==> config.mk <==
export PLATFORM = sky130hd
export DESIGN_NAME = charge_boost_mode_supervisor
export DESIGN_NICKNAME = d
export VERILOG_FILES = /design/src/common/supervisor_pkg.sv /design/src/charge_boost_mode_supervisor.sv
export SDC_FILE = /design/constraint.sdc
export NUM_CORES = 1
export LEC_CHECK = 0
export BUFFER_PORTS_ARGS = -buffer_cell sky130_fd_sc_hd__buf_2
export CAP_MARGIN = 20
export CORE_MARGIN = 4
export CORE_UTILIZATION = 40
export DETAILED_ROUTE_END_ITERATION = 8
export SYNTH_ARGS = -nofsm -noshare
export SYNTH_HDL_FRONTEND = slang
export SYNTH_SLANG_ARGS = --single-unit
export TNS_END_PERCENT = 20
==> constraint.sdc <==
create_clock -name clock -period 3.3 [get_ports clock]
set_input_delay 0.165 -clock clock [delete_from_list [all_inputs] [get_ports clock]]
set_output_delay 0.165 -clock clock [all_outputs]
set_load 0.05 [all_outputs]
==> src/common/supervisor_pkg.sv <==
// Shared constants and types for the charge and boost mode supervisor.
package supervisor_pkg;
	// Register map.
	localparam logic [7:0] FAULT_FLAGS_ADDR = 8'h0c;
	localparam logic [7:0] FAULT_FLAGS_RESET = 8'h00;
	// Fault flag bit positions.
	localparam int SYS_OVP_BIT = 0;
	localparam int TEMP_FAULT_BIT = 1;
	localparam int SHORT_BIT = 2;
	localparam int CELL_OVP_BIT = 3;
	localparam int TIMER_BIT = 4;
	localparam int THERMAL_BIT = 5;
	// Mode select codes.
	localparam logic [1:0] HEALTH_MODE_CHARGER = 2'h1;
	localparam logic [1:0] HEALTH_MODE_CHECK = 2'h2;
	localparam logic [1:0] CHEM_SUPERCAP = 2'h0;
	localparam logic [1:0] CHEM_LITHIUM = 2'h1;
	localparam logic [1:0] CHEM_NIMH = 2'h2;
	localparam logic [2:0] WAKE_SEL_RESET = 3'h7;
	// Timing, in ns, and clock period.
	localparam int CLOCK_PERIOD_NS = 100;
	localparam int INIT_DELAY_NS = 50000;
	localparam int STARTUP_TIME_NS = 30000;
	localparam int INIT_CYCLES = (INIT_DELAY_NS + CLOCK_PERIOD_NS - 1) / CLOCK_PERIOD_NS;
	localparam int STARTUP_CYCLES = STARTUP_TIME_NS / CLOCK_PERIOD_NS;
	localparam logic [15:0] COUNT_ONE = 16'h0001;
	localparam logic [15:0] COUNT_ZERO = 16'h0000;

	// Charger phases, one-hot.
	typedef enum logic [4:0] {
		CHG_IDLE = 5'b0_0001,
		CHG_CC = 5'b0_0010,
		CHG_CV = 5'b0_0100,
		CHG_DONE = 5'b0_1000,
		CHG_RECHG = 5'b1_0000
	} charge_state_t;

	// Boost phases, one-hot.
	typedef enum logic [3:0] {
		BST_OFF = 4'b0001,
		BST_STANDBY = 4'b0010,
		BST_LOCKOUT = 4'b0100,
		BST_RUN = 4'b1000
	} boost_state_t;
endpackage : supervisor_pkg

==> src/charge_boost_mode_supervisor.sv <==
// Charge and boost mode supervisor logic.
//
// Summary of operation
// - Below target, supercap charges constant current.
// - At target go CV; end below termination.
// - Recharge off: restart needs enable toggle.
// - Recharge on: restart below recharge threshold.
// - Thermistor source on in charger/health mode.
// - Charge only inside thermistor window.
// - Temperature out: stop, flag, auto resume.
// - Any flagged fault pauses charging, sets bit.
// - Reverse guard pauses, freezes timer, no flag.
// - Rail overvoltage sets flag, pauses charging.
// - Lithium low after limit: short flag.
// - Cell overvoltage per chemistry sets flag.
// - Lithium safety timer expiry sets flag.
// - Overtemp flags, pauses, resets charge timer.
// - Boost needs pin and bit; wake enters.
// - Lockout threshold chosen by rail level.
// - Start-up finishes within fixed time.
// - Auto wake below min of thresholds.
// - Boosting returns standby above standby threshold.
// - Wake select resets to above-target code.
// - Initialization delay after leaving shutdown.
// - Charger enable needs pin, mode, rail, supply.
`timescale 1ns/1ps
`default_nettype none

module charge_boost_mode_supervisor
	import supervisor_pkg::*;
#(
	parameter int TIMER_WIDTH = 16,
	parameter int SHORT_LIMIT = 18000,
	parameter int SAFETY_LIMIT = 36000
)
(
	// Clock, reset and enable.
	input wire logic clock,
	input wire logic rst,
	input wire logic clk_en,
	// Enable pins and configuration bits.
	input wire logic charger_enable_pin,
	input wire logic charger_enable_bit,
	input wire logic [1:0] charger_health_mode_sel,
	input wire logic [1:0] chemistry_sel,
	input wire logic recharge_select,
	input wire logic boost_enable_pin,
	input wire logic boost_enable_bit,
	input wire logic wake_sel_write,
	input wire logic [2:0] wake_sel_data,
	// Comparator outputs, asynchronous.
	input wire logic [9:0] comparators,
	input wire logic supply_ok_cmp,
	input wire logic lockout_hi_cmp,
	input wire logic lockout_lo_cmp,
	input wire logic rail_ref_cmp,
	input wire logic standby_cmp,
	// Register read port.
	input wire logic [7:0] reg_addr,
	output logic [7:0] reg_rdata,
	// Outputs.
	output logic charging,
	output logic constant_voltage,
	output logic thermistor_source_on,
	output logic boost_switching,
	output logic boost_starting,
	output logic device_ready,
	output logic [2:0] wake_threshold_sel
);

	// Comparator bit map.
	localparam int CMP_BELOW_TARGET = 0;
	localparam int CMP_TERM_LOW = 1;
	localparam int CMP_BELOW_RECHG = 2;
	localparam int CMP_TS_IN_WINDOW = 3;
	localparam int CMP_RAIL_LOW_REV = 4;
	localparam int CMP_RAIL_OVP = 5;
	localparam int CMP_CELL_LOW = 6;
	localparam int CMP_CELL_OVP = 7;
	localparam int CMP_JUNCTION_HOT = 8;
	localparam int CMP_RAIL_BELOW_WAKE = 9;
	// Remaining comparators are derived from lockout and standby references below.

	// ---------------------------------------------------------------
	// State record
	// ---------------------------------------------------------------
	typedef struct packed {
		logic [9:0] sync1;
		logic [9:0] sync2;
		logic en_prev;
		charge_state_t chg;
		boost_state_t bst;
		logic [TIMER_WIDTH-1:0] chg_timer;
		logic [TIMER_WIDTH-1:0] init_cnt;
		logic [TIMER_WIDTH-1:0] start_cnt;
		logic [7:0] flags;
		logic [7:0] rdata;
		logic charging;
		logic cv;
		logic ts_on;
		logic switching;
		logic starting;
		logic ready;
		logic [2:0] wake_sel;
	} state_t;

	state_t cur;
	state_t next_cur;

	// Comparator helper: synchronized view only.
	function automatic logic cmp(input logic [9:0] v, input int idx);
		cmp = v[idx];
	endfunction : cmp

	logic charger_on;
	logic boost_on;
	logic en_level;
	logic flag_pause;
	logic temp_ok;
	logic reverse;
	logic lithium;
	logic boost_lockout_ok;
	logic rail_above_standby;
	logic standby_cmp_sync;
	logic supply_ok_sync;

	// Enable qualifiers and fault summary.
	always_comb
	begin
		en_level = charger_enable_pin & charger_enable_bit;
		charger_on = en_level & (charger_health_mode_sel == HEALTH_MODE_CHARGER)
			& ~cmp(cur.sync2, CMP_RAIL_OVP) & supply_ok_sync;
		boost_on = boost_enable_pin & boost_enable_bit;
		temp_ok = cmp(cur.sync2, CMP_TS_IN_WINDOW);
		reverse = cmp(cur.sync2, CMP_RAIL_LOW_REV);
		lithium = (chemistry_sel == CHEM_LITHIUM);
		flag_pause = (cur.flags != FAULT_FLAGS_RESET) | ~temp_ok | reverse;
	end

	// ---------------------------------------------------------------
	// Next-state logic
	// ---------------------------------------------------------------
	always_comb
	begin
		next_cur = cur;
		// Two-stage synchronizer for every comparator.
		next_cur.sync1 = comparators;
		next_cur.sync2 = cur.sync1;
		next_cur.en_prev = en_level;

		// Wake select register, reset to the above-target code.
		if (wake_sel_write)
		begin
			next_cur.wake_sel = wake_sel_data;
		end

		// Initialization delay after leaving shutdown.
		if (!cur.ready)
		begin
			if (cur.init_cnt == TIMER_WIDTH'(INIT_CYCLES - 1))
			begin
				next_cur.ready = 1'b1;
			end
			else
			begin
				next_cur.init_cnt = cur.init_cnt + COUNT_ONE[TIMER_WIDTH-1:0];
			end
		end

		// Live fault flags; latched short and timer flags stay until toggle.
		next_cur.flags[TEMP_FAULT_BIT] = charger_on & ~temp_ok;
		next_cur.flags[SYS_OVP_BIT] = cmp(cur.sync2, CMP_RAIL_OVP);
		next_cur.flags[THERMAL_BIT] = cmp(cur.sync2, CMP_JUNCTION_HOT);
		next_cur.flags[CELL_OVP_BIT] = charger_on & cmp(cur.sync2, CMP_CELL_OVP);
		if (lithium && cur.chg_timer >= TIMER_WIDTH'(SHORT_LIMIT) && cmp(cur.sync2, CMP_CELL_LOW))
		begin
			next_cur.flags[SHORT_BIT] = 1'b1;
		end
		if (lithium && cur.chg_timer >= TIMER_WIDTH'(SAFETY_LIMIT))
		begin
			next_cur.flags[TIMER_BIT] = 1'b1;
		end
		// Toggle of the enable clears latched flags and restarts.
		if (en_level != cur.en_prev)
		begin
			next_cur.flags[SHORT_BIT] = 1'b0;
			next_cur.flags[TIMER_BIT] = 1'b0;
			next_cur.chg = CHG_IDLE;
			next_cur.chg_timer = COUNT_ZERO[TIMER_WIDTH-1:0];
		end
		else if (!charger_on || !cur.ready)
		begin
			next_cur.chg = CHG_IDLE;
			next_cur.chg_timer = COUNT_ZERO[TIMER_WIDTH-1:0];
		end
		else
		begin
			case (cur.chg)
				CHG_IDLE:
				begin
					next_cur.chg = cmp(cur.sync2, CMP_BELOW_TARGET) ? CHG_CC : CHG_CV;
				end
				CHG_CC:
				begin
					if (!cmp(cur.sync2, CMP_BELOW_TARGET))
					begin
						next_cur.chg = CHG_CV;
					end
				end
				CHG_CV:
				begin
					if (cmp(cur.sync2, CMP_TERM_LOW) && !flag_pause)
					begin
						next_cur.chg = recharge_select ? CHG_RECHG : CHG_DONE;
					end
				end
				CHG_RECHG:
				begin
					if (cmp(cur.sync2, CMP_BELOW_RECHG))
					begin
						next_cur.chg = CHG_CC;
					end
				end
				default:
				begin
					next_cur.chg = CHG_DONE;
				end
			endcase
			// Charge timer: reset by overtemp, frozen by reverse guard.
			if (cmp(cur.sync2, CMP_JUNCTION_HOT))
			begin
				next_cur.chg_timer = COUNT_ZERO[TIMER_WIDTH-1:0];
			end
			else if (!reverse && (cur.chg == CHG_CC || cur.chg == CHG_CV) && cur.chg_timer != '1)
			begin
				next_cur.chg_timer = cur.chg_timer + COUNT_ONE[TIMER_WIDTH-1:0];
			end
		end
		next_cur.charging = (next_cur.chg == CHG_CC || next_cur.chg == CHG_CV) & ~flag_pause;
		next_cur.cv = (next_cur.chg == CHG_CV);
		// Thermistor source only in charger or health-check mode.
		next_cur.ts_on = en_level & ((charger_health_mode_sel == HEALTH_MODE_CHARGER)
			| (charger_health_mode_sel == HEALTH_MODE_CHECK));

		// Boost sequencing; wake comparator already encodes min of thresholds.
		if (!boost_on || !cur.ready)
		begin
			next_cur.bst = BST_OFF;
		end
		else
		begin
			case (cur.bst)
				BST_OFF:
				begin
					next_cur.bst = BST_STANDBY;
				end
				BST_STANDBY:
				begin
					if (cmp(cur.sync2, CMP_RAIL_BELOW_WAKE))
					begin
						next_cur.bst = BST_LOCKOUT;
						next_cur.start_cnt = COUNT_ZERO[TIMER_WIDTH-1:0];
					end
				end
				BST_LOCKOUT:
				begin
					// Lockout comparator selection is by rail level.
					if (boost_lockout_ok)
					begin
						next_cur.bst = BST_RUN;
					end
				end
				default:
				begin
					if (rail_above_standby)
					begin
						next_cur.bst = BST_STANDBY;
					end
					else if (cur.start_cnt != TIMER_WIDTH'(STARTUP_CYCLES))
					begin
						next_cur.start_cnt = cur.start_cnt + COUNT_ONE[TIMER_WIDTH-1:0];
					end
				end
			endcase
		end
		next_cur.switching = (next_cur.bst == BST_RUN);
		next_cur.starting = (next_cur.bst == BST_RUN) && (next_cur.start_cnt != TIMER_WIDTH'(STARTUP_CYCLES));

		// Register read port.
		if (reg_addr == FAULT_FLAGS_ADDR)
		begin
			next_cur.rdata = cur.flags;
		end
		else
		begin
			next_cur.rdata = FAULT_FLAGS_RESET;
		end
	end

	// Extra synchronized comparators for lockout and standby.
	logic [2:0] bsync1;
	logic [2:0] bsync2;
	// Two flops; bit 0 rail above reference, 1 cell above low lockout, 2 cell above high lockout.
	always_ff @(posedge clock or posedge rst)
	begin
		if (rst)
		begin
			bsync1 <= 3'h0;
			bsync2 <= 3'h0;
		end
		else if (clk_en)
		begin
			bsync1 <= {lockout_hi_cmp, lockout_lo_cmp, rail_ref_cmp};
			bsync2 <= bsync1;
		end
	end
	always_comb
	begin
		boost_lockout_ok = bsync2[0] ? bsync2[1] : bsync2[2];
		rail_above_standby = standby_cmp_sync;
	end

	// Standby and supply comparator synchronizers; supply reads low until proven good.
	logic standby_s1;
	logic supply_s1;
	always_ff @(posedge clock or posedge rst)
	begin
		if (rst)
		begin
			standby_s1 <= 1'b0;
			standby_cmp_sync <= 1'b0;
			supply_s1 <= 1'b0;
			supply_ok_sync <= 1'b0;
		end
		else if (clk_en)
		begin
			standby_s1 <= standby_cmp;
			standby_cmp_sync <= standby_s1;
			supply_s1 <= supply_ok_cmp;
			supply_ok_sync <= supply_s1;
		end
	end

	// State register.
	always_ff @(posedge clock or posedge rst)
	begin
		if (rst)
		begin
			cur <= '0;
			cur.chg <= CHG_IDLE;
			cur.bst <= BST_OFF;
			cur.flags <= FAULT_FLAGS_RESET;
			cur.wake_sel <= WAKE_SEL_RESET;
		end
		else if (clk_en)
		begin
			cur <= next_cur;
		end
	end

	// Outputs straight from flops.
	always_comb
	begin
		reg_rdata = cur.rdata;
		charging = cur.charging;
		constant_voltage = cur.cv;
		thermistor_source_on = cur.ts_on;
		boost_switching = cur.switching;
		boost_starting = cur.starting;
		device_ready = cur.ready;
		wake_threshold_sel = cur.wake_sel;
	end

	// ---------------------------------------------------------------
	// Assertions
	// ---------------------------------------------------------------
	a_pause_on_flag: assert property (@(posedge clock) disable iff (rst)
		clk_en && cur.flags != FAULT_FLAGS_RESET |=> !cur.charging)
		else $error("charging with a fault flag set");
	a_ts_source_mode: assert property (@(posedge clock) disable iff (rst)
		cur.ts_on |-> $past(charger_health_mode_sel) != 2'h0)
		else $error("thermistor source on outside mode");
	a_boost_gate: assert property (@(posedge clock) disable iff (rst)
		cur.switching |-> $past(boost_on))
		else $error("boost switching while disabled");
	a_ovp_flag: assert property (@(posedge clock) disable iff (rst)
		clk_en && cmp(cur.sync2, CMP_RAIL_OVP) |=> cur.flags[SYS_OVP_BIT])
		else $error("system overvoltage flag missed");
	a_ready_delay: assert property (@(posedge clock) disable iff (rst)
		cur.ready |-> cur.init_cnt == TIMER_WIDTH'(INIT_CYCLES - 1))
		else $error("ready before init delay");
	a_wake_reset: assert property (@(posedge clock) disable iff (rst)
		$fell(rst) |-> cur.wake_sel == WAKE_SEL_RESET)
		else $error("wake select reset wrong");
	a_short_toggle: assert property (@(posedge clock) disable iff (rst)
		clk_en && en_level != cur.en_prev |=> !cur.flags[SHORT_BIT])
		else $error("short flag survived toggle");
	a_charge_enable: assert property (@(posedge clock) disable iff (rst)
		cur.charging |-> $past(charger_on))
		else $error("charging while charger disabled");

endmodule : charge_boost_mode_supervisor

`default_nettype wire

# Word level (Yosys, flattened, before mapping)
# Cells that the tools add are included.
dict set report word_totals {
  mem_bits_rw 0
  memories 0
  register_bits 111
  latch_bits 0
  wordCells 122
  romBits 0
}
dict set report op_classes {
  n_eq_ne 19
  add_sub_neg 3
  div 0
  n_bitwise 17
  n_reduce_logical 26
  multipliers 0
  order_cmp 2
  shift 0
  mux 30
}
# operator n
set ops {}
lappend ops {{16-bit two-way mux} 8}
lappend ops {{16-bit by 1-bit adder with 16-bit output, second input constant} 3}
lappend ops {{16-bit by 9-bit != test with 1-bit output, second input constant} 2}
lappend ops {{16-bit case mux with 2 select lines} 1}
lappend ops {{5-bit two-way mux} 6}
lappend ops {{5-bit case mux with 4 select lines} 1}
lappend ops {{16-bit by 9-bit == test with 1-bit output, second input constant} 1}
lappend ops {{16-bit by 15-bit >= comparator with 1-bit output, second input constant} 1}
lappend ops {{16-bit >= comparator, second input constant} 1}
lappend ops {{4-bit two-way mux} 4}
lappend ops {{16-bit != test, second input constant} 1}
lappend ops {{4-bit case mux with 3 select lines} 1}
lappend ops {{5-bit by 2-bit == test with 1-bit output, second input constant} 2}
lappend ops {{5-bit by 3-bit == test with 1-bit output, second input constant} 2}
lappend ops {{1-bit AND} 9}
lappend ops {{8-bit by 4-bit == test with 1-bit output, second input constant} 1}
lappend ops {{2-bit AND reduction} 4}
lappend ops {{8-bit nonzero test} 1}
lappend ops {{1-bit logical AND} 7}
lappend ops {{1-bit two-way mux} 7}
lappend ops {{6-bit two-way mux} 1}
lappend ops {{5-bit by 1-bit == test with 1-bit output, second input constant} 1}
lappend ops {{5-bit == test, second input constant} 1}
lappend ops {{1-bit logical NOT} 5}
lappend ops {{other kinds (15)} 26}

# Longest topological paths before layout
# Gate-level depths: netlist of run 1.
dict set report depth {
  depth_word 12
  depth_mapped 9
  ltp_nobuf 9
}

# Worst setup path after synthesis of run 1
# OpenSTA, ideal clock, no wires.
dict set report synth_timing {
  path_type {register -> register}
  startpoint {reg cur (netlist bit device_ready)}
  endpoint {reg cur (netlist bit boost_starting)}
  t_arrival_ns 2.129
  slack_ns 1.042
  t_required_ns 3.171
  setup_time_ns 0.129
  stages_incl_launch_ff 8
  path_cell_list {dfrtp_1 -> nand3_1 -> nor3b_1 -> a32o_1 -> a31oi_1 -> a2111oi_2 -> nand4_1 -> o41a_1}
}
dict set report synth_between {
  elab_chain_cells 5
  elab_cells_between_ends 7
  cone_classes {2 x eq/ne; 2 x mux; 3 x reduce/logical}
}
# element line
set synth_rtl {}
lappend synth_rtl {{from (decl)} charge_boost_mode_supervisor.sv:107} ;# state_t cur;
lappend synth_rtl {{from (signal assigned)} charge_boost_mode_supervisor.sv:357} ;# cur <= next_cur;
lappend synth_rtl {{1-bit logical NOT *} charge_boost_mode_supervisor.sv:246} ;# if (!boost_on || !cur.ready)
lappend synth_rtl {{1-bit logical OR *} charge_boost_mode_supervisor.sv:246}
lappend synth_rtl {{16-bit two-way mux or 4-bit two-way mux (tied branches)} charge_boost_mode_supervisor.sv:246}
lappend synth_rtl {{16-bit by 9-bit != test with 1-bit output or 4-bit == test (tied branches)} charge_boost_mode_supervisor.sv:287} ;# next_cur.starting = (next_cur.bst == BST_RUN) && (next_cur.start_cnt != TIMER_WIDTH'(STARTUP_CYCLES));
lappend synth_rtl {{1-bit logical AND *} charge_boost_mode_supervisor.sv:287}
# Every way passes the cells marked *; elsewhere a longest branch is shown, timed or not.
# A chain may end at the register's enable or synchronous reset.

# Worst setup path in the final report of run 1
dict set report layout_timing {
  startpoint {reg cur[25] in the netlist's numbering}
  endpoint {reg cur (netlist bit boost_starting)}
}
dict set report layout_between {
  elab_chain_cells 7
  elab_cells_between_ends 9
  cone_classes {1 x add/sub; 2 x eq/ne; 5 x mux; 1 x reduce/logical}
}
# element line
set layout_rtl {}
lappend layout_rtl {{16-bit by 1-bit adder with 16-bit output or 16-bit by 9-bit != test with 1-bit output (tied branches)} {charge_boost_mode_supervisor.sv:281, charge_boost_mode_supervisor.sv:279}}
lappend layout_rtl {{16-bit two-way mux} charge_boost_mode_supervisor.sv:279} ;# else if (cur.start_cnt != TIMER_WIDTH'(STARTUP_CYCLES))
lappend layout_rtl {{16-bit two-way mux} charge_boost_mode_supervisor.sv:275} ;# if (rail_above_standby)
lappend layout_rtl {{16-bit case mux with 2 select lines} charge_boost_mode_supervisor.sv:252} ;# case (cur.bst)
lappend layout_rtl {{16-bit two-way mux *} charge_boost_mode_supervisor.sv:246}
lappend layout_rtl {{16-bit by 9-bit != test with 1-bit output *} charge_boost_mode_supervisor.sv:287}
lappend layout_rtl {{1-bit logical AND *} charge_boost_mode_supervisor.sv:287}
# Marked as above.

==> flow_metrics.env, run 1 <==
export IMPL_ys_flop_type="dfrtp_1"
export IMPL_relSlewSlack_pct=30.4
export IMPL_drtIter0Drc=312
export IMPL_grt_overflow=0
export IMPL_initial_core_util_pct=40.8
export IMPL_setup_tns_final_ns=0
export IMPL_cts_path_max_buffers=2
export IMPL_fmax_ghz=0.381
export IMPL_ir_drop_mv=0.279
export IMPL_critical_path_class="flop to flop"
export IMPL_post_cts_buffers=0
export IMPL_area_delta_synth_final_pct=11.5
export IMPL_ctsHtreeMaxLevel=3
export IMPL_crit_fanout=7
export IMPL_critPathCaptureType="flop"
export IMPL_worstHoldPathType="input pin to flop"
export IMPL_clkSlewWorstSetupHoldPaths_ns=0.07
export IMPL_gp_congestion=0.888
export IMPL_power_total_w=0.00317
export IMPL_grt_pass1_vias=4408
export IMPL_drive_above_1_share_pct=22.0
export IMPL_antenna_cells=0
export IMPL_synth_edf_count=0
export IMPL_cts_resized=0
export IMPL_fin_crit_ns=2.62
export IMPL_wl_per_cell_um=16.9
export IMPL_hold_ws_ns=0.0350
export IMPL_synth_cells=563
export IMPL_io_buffers=53
export IMPL_vias=4335
export IMPL_tritoncts="yes"
export IMPL_required_ns=3.54
export IMPL_die_y_um=127
export IMPL_yosysTopAreaCell="dfrtp_1"
export IMPL_die_w_um=127
export IMPL_dp_hpwl_um=9350
export IMPL_synth_area_per_cell_um2=10.1
export IMPL_nNetsFinal=641
export IMPL_grt_max_degree=61
export IMPL_synth_top_area_share_pct=45.7
export IMPL_slew_violations=0
export IMPL_yosys_top_cells_count="dfrtp_1, nand2_1, nor2_1"
export IMPL_tightest_slew_ns=1.03
export IMPL_io_pin_count=56
export IMPL_grt_pass1_wl_um=22700
export IMPL_ant_nets=0
export IMPL_worst_setup_path_start_kind="flop"
export IMPL_hold_violations=0
export IMPL_wl_um=13200
export IMPL_drc_errors=0
export IMPL_status="finished clean"
export IMPL_yosysMostFrequentCell="dfrtp_1"
export IMPL_synth_area_top_cells="dfrtp_1, mux2_2, nand2_1"
export IMPL_cts_sinks=109
export IMPL_yosys_warnings=0
export IMPL_dieArea_um2=16200
export IMPL_cts_buffers=9
export IMPL_rsz0062_at_grt="no"
export IMPL_async_flop_share_pct=100
export IMPL_min_period_over_period_pct=79.5
export IMPL_p_leak_nw=2.72
export IMPL_core_region_area_um2=13900
export IMPL_arrival_ns=2.86
export IMPL_synth_seq_area_share_pct=48.0
export IMPL_p_per_area_nw_per_um2=499
export IMPL_rows=43
export IMPL_setup_viol=0
export IMPL_antenna_found_initial=0
export IMPL_fin_skew_ns=0.00743
export IMPL_synth_seq_cells=109
export IMPL_ys_types=71
export IMPL_final_util_pct=45.6
export IMPL_avgViaCountPerCell=5.55
export IMPL_maxCapViolations=0
export IMPL_insertion_delay_ns=0.36
export IMPL_synth_area_um2=5690
export IMPL_drtPass1Iterations=7
export IMPL_hold_buffers=1
export IMPL_ctsRootBufferMaster="clkbuf_16"
export IMPL_grt_use_total_pct=17.4
layout make-up:
class	instances	area [µm²]
multi-input cells	402	2700
fillers	1353	7590
repair buffers	59	325
well taps	180	225
inverters	15	58.8
clock inverters	6	68.8
flip-flops and latches	109	2730
clock buffers	10	239
per-stage QoR:
stage	std cells	instance area [µm²]	setup slack (ns)
floorplan	564	5700	0.269
global placement	764	6030	0.706
detailed placement	764	6030	0.714
CTS	781	6350	0.693
global route	781	6350	0.439
finish	781	6350	0.676
sequential cells by signal, indices dropped and copies added, names as in the netlist:
name                  flops
cur                      84
reg_rdata                 6
bsync1                    3
bsync2                    3
wake_threshold_sel        3
boost_starting            1
boost_switching           1
charging                  1
constant_voltage          1
device_ready              1
rail_above_standby        1
standby_s1                1
supply_ok_sync            1
supply_s1                 1
thermistor_source_on      1
cell usage in the layout, fill, tap and decap left out, types with 4 or more instances in the layout:
cell	instances
a22oi_1	5
or3_1	4
nand4_1	15
clkbuf_16	9
a21oi_1	20
xor2_1	18
nor2_1	49
buf_4	4
nand3_1	19
inv_1	13
and4_1	4
nor4_1	6
dfstp_2	5
buf_2	53
a31oi_1	6
nand2_1	54
ha_1	6
nor3_1	14
o21ai_0	36
a22o_1	9
xnor2_1	13
a32o_1	5
dfrtp_1	104
mux2_2	41
and3_1	13
power breakdown:
part / total, W / internal (W) / switching [W]
registers: 0.00158 / 0.00146 / 0.000120
clock network: 0.00113 / 0.000617 / 0.000514
logic: 0.000457 / 0.000200 / 0.000257
worst max-delay path: stages, from the launching register on:
cell and delay (ns):
dfrtp_1 0.45, inv_1 0.13, ha_1 0.17, and4bb_1 0.22
a41oi_1 0.27, a41oi_1 0.30, a21oi_1 0.09, a2111oi_2 0.35
nand4_1 0.15, o41a_1 0.39
kinds of logic after synthesis:
kind of cell,Yosys count,share of synthesized area (%)
AOI/OAI and AO/OA,110,13.1
xor gates and xnor gates,32,5.06
adders and majority gates,6,1.32
buffers and inverters,53,4.64
DFF,109,48.0
muxes,43,8.46
other,1,0.0659
and+or+nand+nor,209,19.3
per-layer routing:
| metal | vias to the layer above | GRT usage (%) | wire (µm) |
|---|---|---|---|
| li1 | 2082 | - | - |
| met1 | 2142 | 23.3 | 6210 |
| met2 | 92 | 27.9 | 6180 |
| met3 | 19 | 4.72 | 622 |
| met4 | 0 | 4.61 | 209 |
| met5 | - | 0 | 0 |
worst paths after layout:
| kind | depth (start not counted) | start | endpoint | slack, ns |
|---|---|---|---|---|
| hold / removal | 2 | comparators[1] | cur[94] | 0.04 |
| max in group asynchronous | 4 | rst | cur[77] | 2.06 |
| setup / recovery | 9 | cur[25] | boost_starting | 0.68 |
| min in group asynchronous | 3 | rst | thermistor_source_on | 0.45 |
| setup reg to reg | 9 | cur[25] | boost_starting | 0.68 |
| hold reg to reg | 1 | cur[49] | cur[49] | 0.47 |
No activity file was read; power rests on OpenSTA's default activity.
==> run 2: changes to the inputs <==
ABC_AREA = 1   (was unset)
clock period = 2.7 ns   (was 3.3 ns; I/O delays follow)
==> run 2 against run 1 <==
Worst hold slack lost 0.021 ns. Wire length grew 4.0%. Register-to-register slack got worse by 0.19 ns. Die area increased by 3.3%. Count of clock-buffer cells in the layout increased by 2. Via count is 16% higher. Sequential power rose by 16%. Cell area increased by 6.0%. Cell count is 29% higher. Synthesized cell count is 36% higher. Combinational power rose by 24%. Critical path type unchanged. Largest power group unchanged. Highest routed layer unchanged.
==> flow_metrics.env, run 2 <==
export IMPL_synth_area_um2=5890
export IMPL_min_period_over_period_pct=82.0
export IMPL_maxCapViolations=0
export IMPL_fmax_ghz=0.452
export IMPL_busiest_layer="met1"
export IMPL_ys_flop_type="dfrtp_1"
export IMPL_synth_area_top_cells="dfrtp_1, nand2_1, o21ai_0"
export IMPL_ctsRootBufferMaster="clkbuf_16"
export IMPL_tritoncts="yes"
export IMPL_wl_per_cell_um=13.6
export IMPL_p_per_area_nw_per_um2=557
export IMPL_required_ns=2.95
export IMPL_core_region_area_um2=14500
export IMPL_dieArea_um2=16700
export IMPL_critPathCaptureType="flop"
export IMPL_synth_edf_count=0
export IMPL_switching_share_pct=29.5
export IMPL_avgViaCountPerCell=4.97
export IMPL_critical_path_class="flop to flop"
export IMPL_relSlewSlack_pct=50.6
export IMPL_yosysMostFrequentCell="nand2_1"
export IMPL_yosysTopAreaCell="dfrtp_1"
export IMPL_slew_violations=0
export IMPL_wl_um=13700
export IMPL_synth_seq_area_share_pct=46.4
export IMPL_cts_path_max_buffers=2
export IMPL_yosys_warnings=0
export IMPL_crit_fanout=9
export IMPL_yosys_top_cells_count="nand2_1, dfrtp_1, inv_1"
export IMPL_use_met2_pct=25.2
export IMPL_status="finished clean"
export IMPL_drc_errors=0
export IMPL_largest_reg_flops=84
export IMPL_hold_violations=0
export IMPL_cts_sinks=109
export IMPL_p_int_w=0.00264
export IMPL_synth_top_area_share_pct=44.2
export IMPL_p_clk_share_pct=35.8
export IMPL_io_pin_count=56
export IMPL_place_inst=982
export IMPL_synth_area_per_cell_um2=7.68
export IMPL_pwr_share_comb_pct=15.1
export IMPL_area_delta_synth_final_pct=14.2
export IMPL_antenna_cells=0
export IMPL_ir_drop_mv=0.382
export IMPL_worst_setup_path_start_kind="flop"
export IMPL_grt_use_total_pct=17.5
export IMPL_ant_nets=0
export IMPL_top_register="cur"
export IMPL_grt_max_degree=82
export IMPL_clkSlewWorstSetupHoldPaths_ns=0.07
export IMPL_grt_pass1_vias=4666
export IMPL_synth_seq_cells=109
export IMPL_drtIter0Drc=321
export IMPL_dp_hpwl_um=9970
export IMPL_multi_input_area_um2=2670
export IMPL_fin_skew_ns=0.0102
export IMPL_synth_cells=768
export IMPL_die_w_um=129
export IMPL_grt_use_met1_pct=26.3
export IMPL_critical_path_slowest_cell="dfrtp_1"
export IMPL_max_stage_delay_ns=0.43
export IMPL_fin_crit_ns=2.21
export IMPL_layout_common_cells="nand2_1, dfrtp_1, inv_1, o21ai_0, nor2_1"
export IMPL_seq_area_um2=2730
export IMPL_power_switching_w=0.00111
export IMPL_die_y_um=129
export IMPL_ctsHtreeMaxLevel=3
export IMPL_initial_core_util_pct=40.7
export IMPL_rows=44
export IMPL_setup_tns_final_ns=0
export IMPL_drtPass1Iterations=5
export IMPL_io_buffers=53
export IMPL_nNetsFinal=867
export IMPL_crit_path_cell_trace="inv_1, ha_1, nand4_1, nor2_1, nand2_4, nand3_1, nand2_1, nand3_1, nand2_1, inv_1, nand2_1, nor2_1, nand3_1, nand2_1, nand2_1"
export IMPL_ys_types=45
export IMPL_fillers=1494
export IMPL_tightest_slew_ns=0.734
export IMPL_cts_resized=0
export IMPL_cts_buffers=9
export IMPL_rsz0062_at_grt="no"
export IMPL_async_flop_share_pct=100
export IMPL_cp_common_cell="nand2_1"
export IMPL_vias=5021
export IMPL_arrival_ns=2.46
export IMPL_gp_congestion=0.927
export IMPL_setup_viol=0
export IMPL_insertion_delay_ns=0.36
export IMPL_grt_pass1_wl_um=23400
export IMPL_antenna_found_initial=0
export IMPL_grt_overflow=0
export IMPL_worstHoldPathType="input pin to flop"
export IMPL_grtUsageMet3_pct=3.17
export IMPL_p_leak_nw=3.28
export IMPL_final_common_cell="nand2_1"
export IMPL_drive_above_1_share_pct=14.9
export IMPL_finalNonFillerCells=1011
export IMPL_power_share_sequential_pct=49.2
[run 2: changes by cell type in the layout (fill, tap and decap cells not counted), moves of 11 or more]
| cell | previous run | this run |
|---|---|---|
| inv_1 | 13 | 76 |
| dlygate4sd3_1 | 1 | 13 |
| nand2_1 | 54 | 215 |
| mux2_2 | 41 | 3 |
| nand3_1 | 19 | 58 |
| o21ai_0 | 36 | 68 |
| nor2_1 | 49 | 61 |
| inv_2 | 1 | 12 |
| and3_1 | 13 | 0 |
[run 2: final timing paths]
kind	cells after the start	start	to	slack, ns
max in group asynchronous	4	rst	wake_threshold_sel[1]	1.87
min	2	wake_sel_data[1]	wake_threshold_sel[1]	0.01
min reg2reg	2	cur[94]	cur[94]	0.47
max	15	cur[25]	boost_starting	0.49
min in group asynchronous	4	rst	cur[17]	0.43
max reg2reg	15	cur[25]	boost_starting	0.49
[run 2: per-layer routing]
| metal | vias up | part of all wire, % |
|---|---|---|
| met2 | 106 | 43 |
| met1 | 2318 | 51 |
| li1 | 2579 | - |
| met4 | 0 | 2.0 |
| met5 | - | 0 |
| met3 | 18 | 4.0 |
[run 2: through the flow]
stage                     setup WS, ns  cell area [µm²]  power (W)  util [%]  hold slack, ns
after global placement           0.529             6300    0.00243      43.5           0.288
after floorplan                  0.789             5900    0.00226         -           0.252
after global routing             0.294             6730    0.00396      46.5          0.0134
final                            0.487             6730    0.00375      46.5          0.0139
after CTS                        0.515             6730    0.00379      46.5        0.000686
after detailed placement         0.545             6300    0.00242      43.5           0.295
[run 2: cells by family (layout without fill, tap and decap cells)]
family                   count (synthesis)  in the layout  share of synthesized area [%]
flip-flops                             109            109                           46.4
AND/OR/NAND/NOR                        401            401                           30.7
multiplexers                             3              3                          0.573
AO/OA/AOI/OAI                          109            109                           9.91
other                                    1              2                         0.0636
buffers and inverters                  121            179                           8.47
XOR/XNOR                                18             18                           2.67
adder cells (fa/ha/maj)                  6              6                           1.27
[run 2: final cells by class]
| class | count | share of cell area (%) |
|---|---|---|
| inverter | 91 | 5.13 |
| multi-input combinational | 539 | 39.6 |
| sequential | 109 | 40.6 |
| clock inverter | 4 | 0.558 |
| tap | 184 | 3.42 |
| timing repair buffer | 72 | 6.73 |
| clock buffer | 12 | 3.96 |
[run 2: critical path, delay by kind of cell (launching register included)]
family	cells	cell delay, ns
simple gates	12	1.34
buf+inv	2	0.18
flops	1	0.43
fa+ha+maj	1	0.15
[run 2: power groups by stage]
stage | sequential, W | clock (W) | combinational [W]
after floorplan | 0.00184 | 0 | 0.000420
after global placement | 0.00187 | 0 | 0.000554
after detailed placement | 0.00187 | 0 | 0.000552
after CTS | 0.00184 | 0.00139 | 0.000568
after global routing | 0.00186 | 0.00145 | 0.000654
final | 0.00184 | 0.00134 | 0.000565
[run 2: repair_timing]
| action | CTS | global route |
|---|---|---|
| buffers inserted | 0 | 0 |
| hold endpoints to repair | 116 | 0 |
| hold buffers | 13 | 0 |
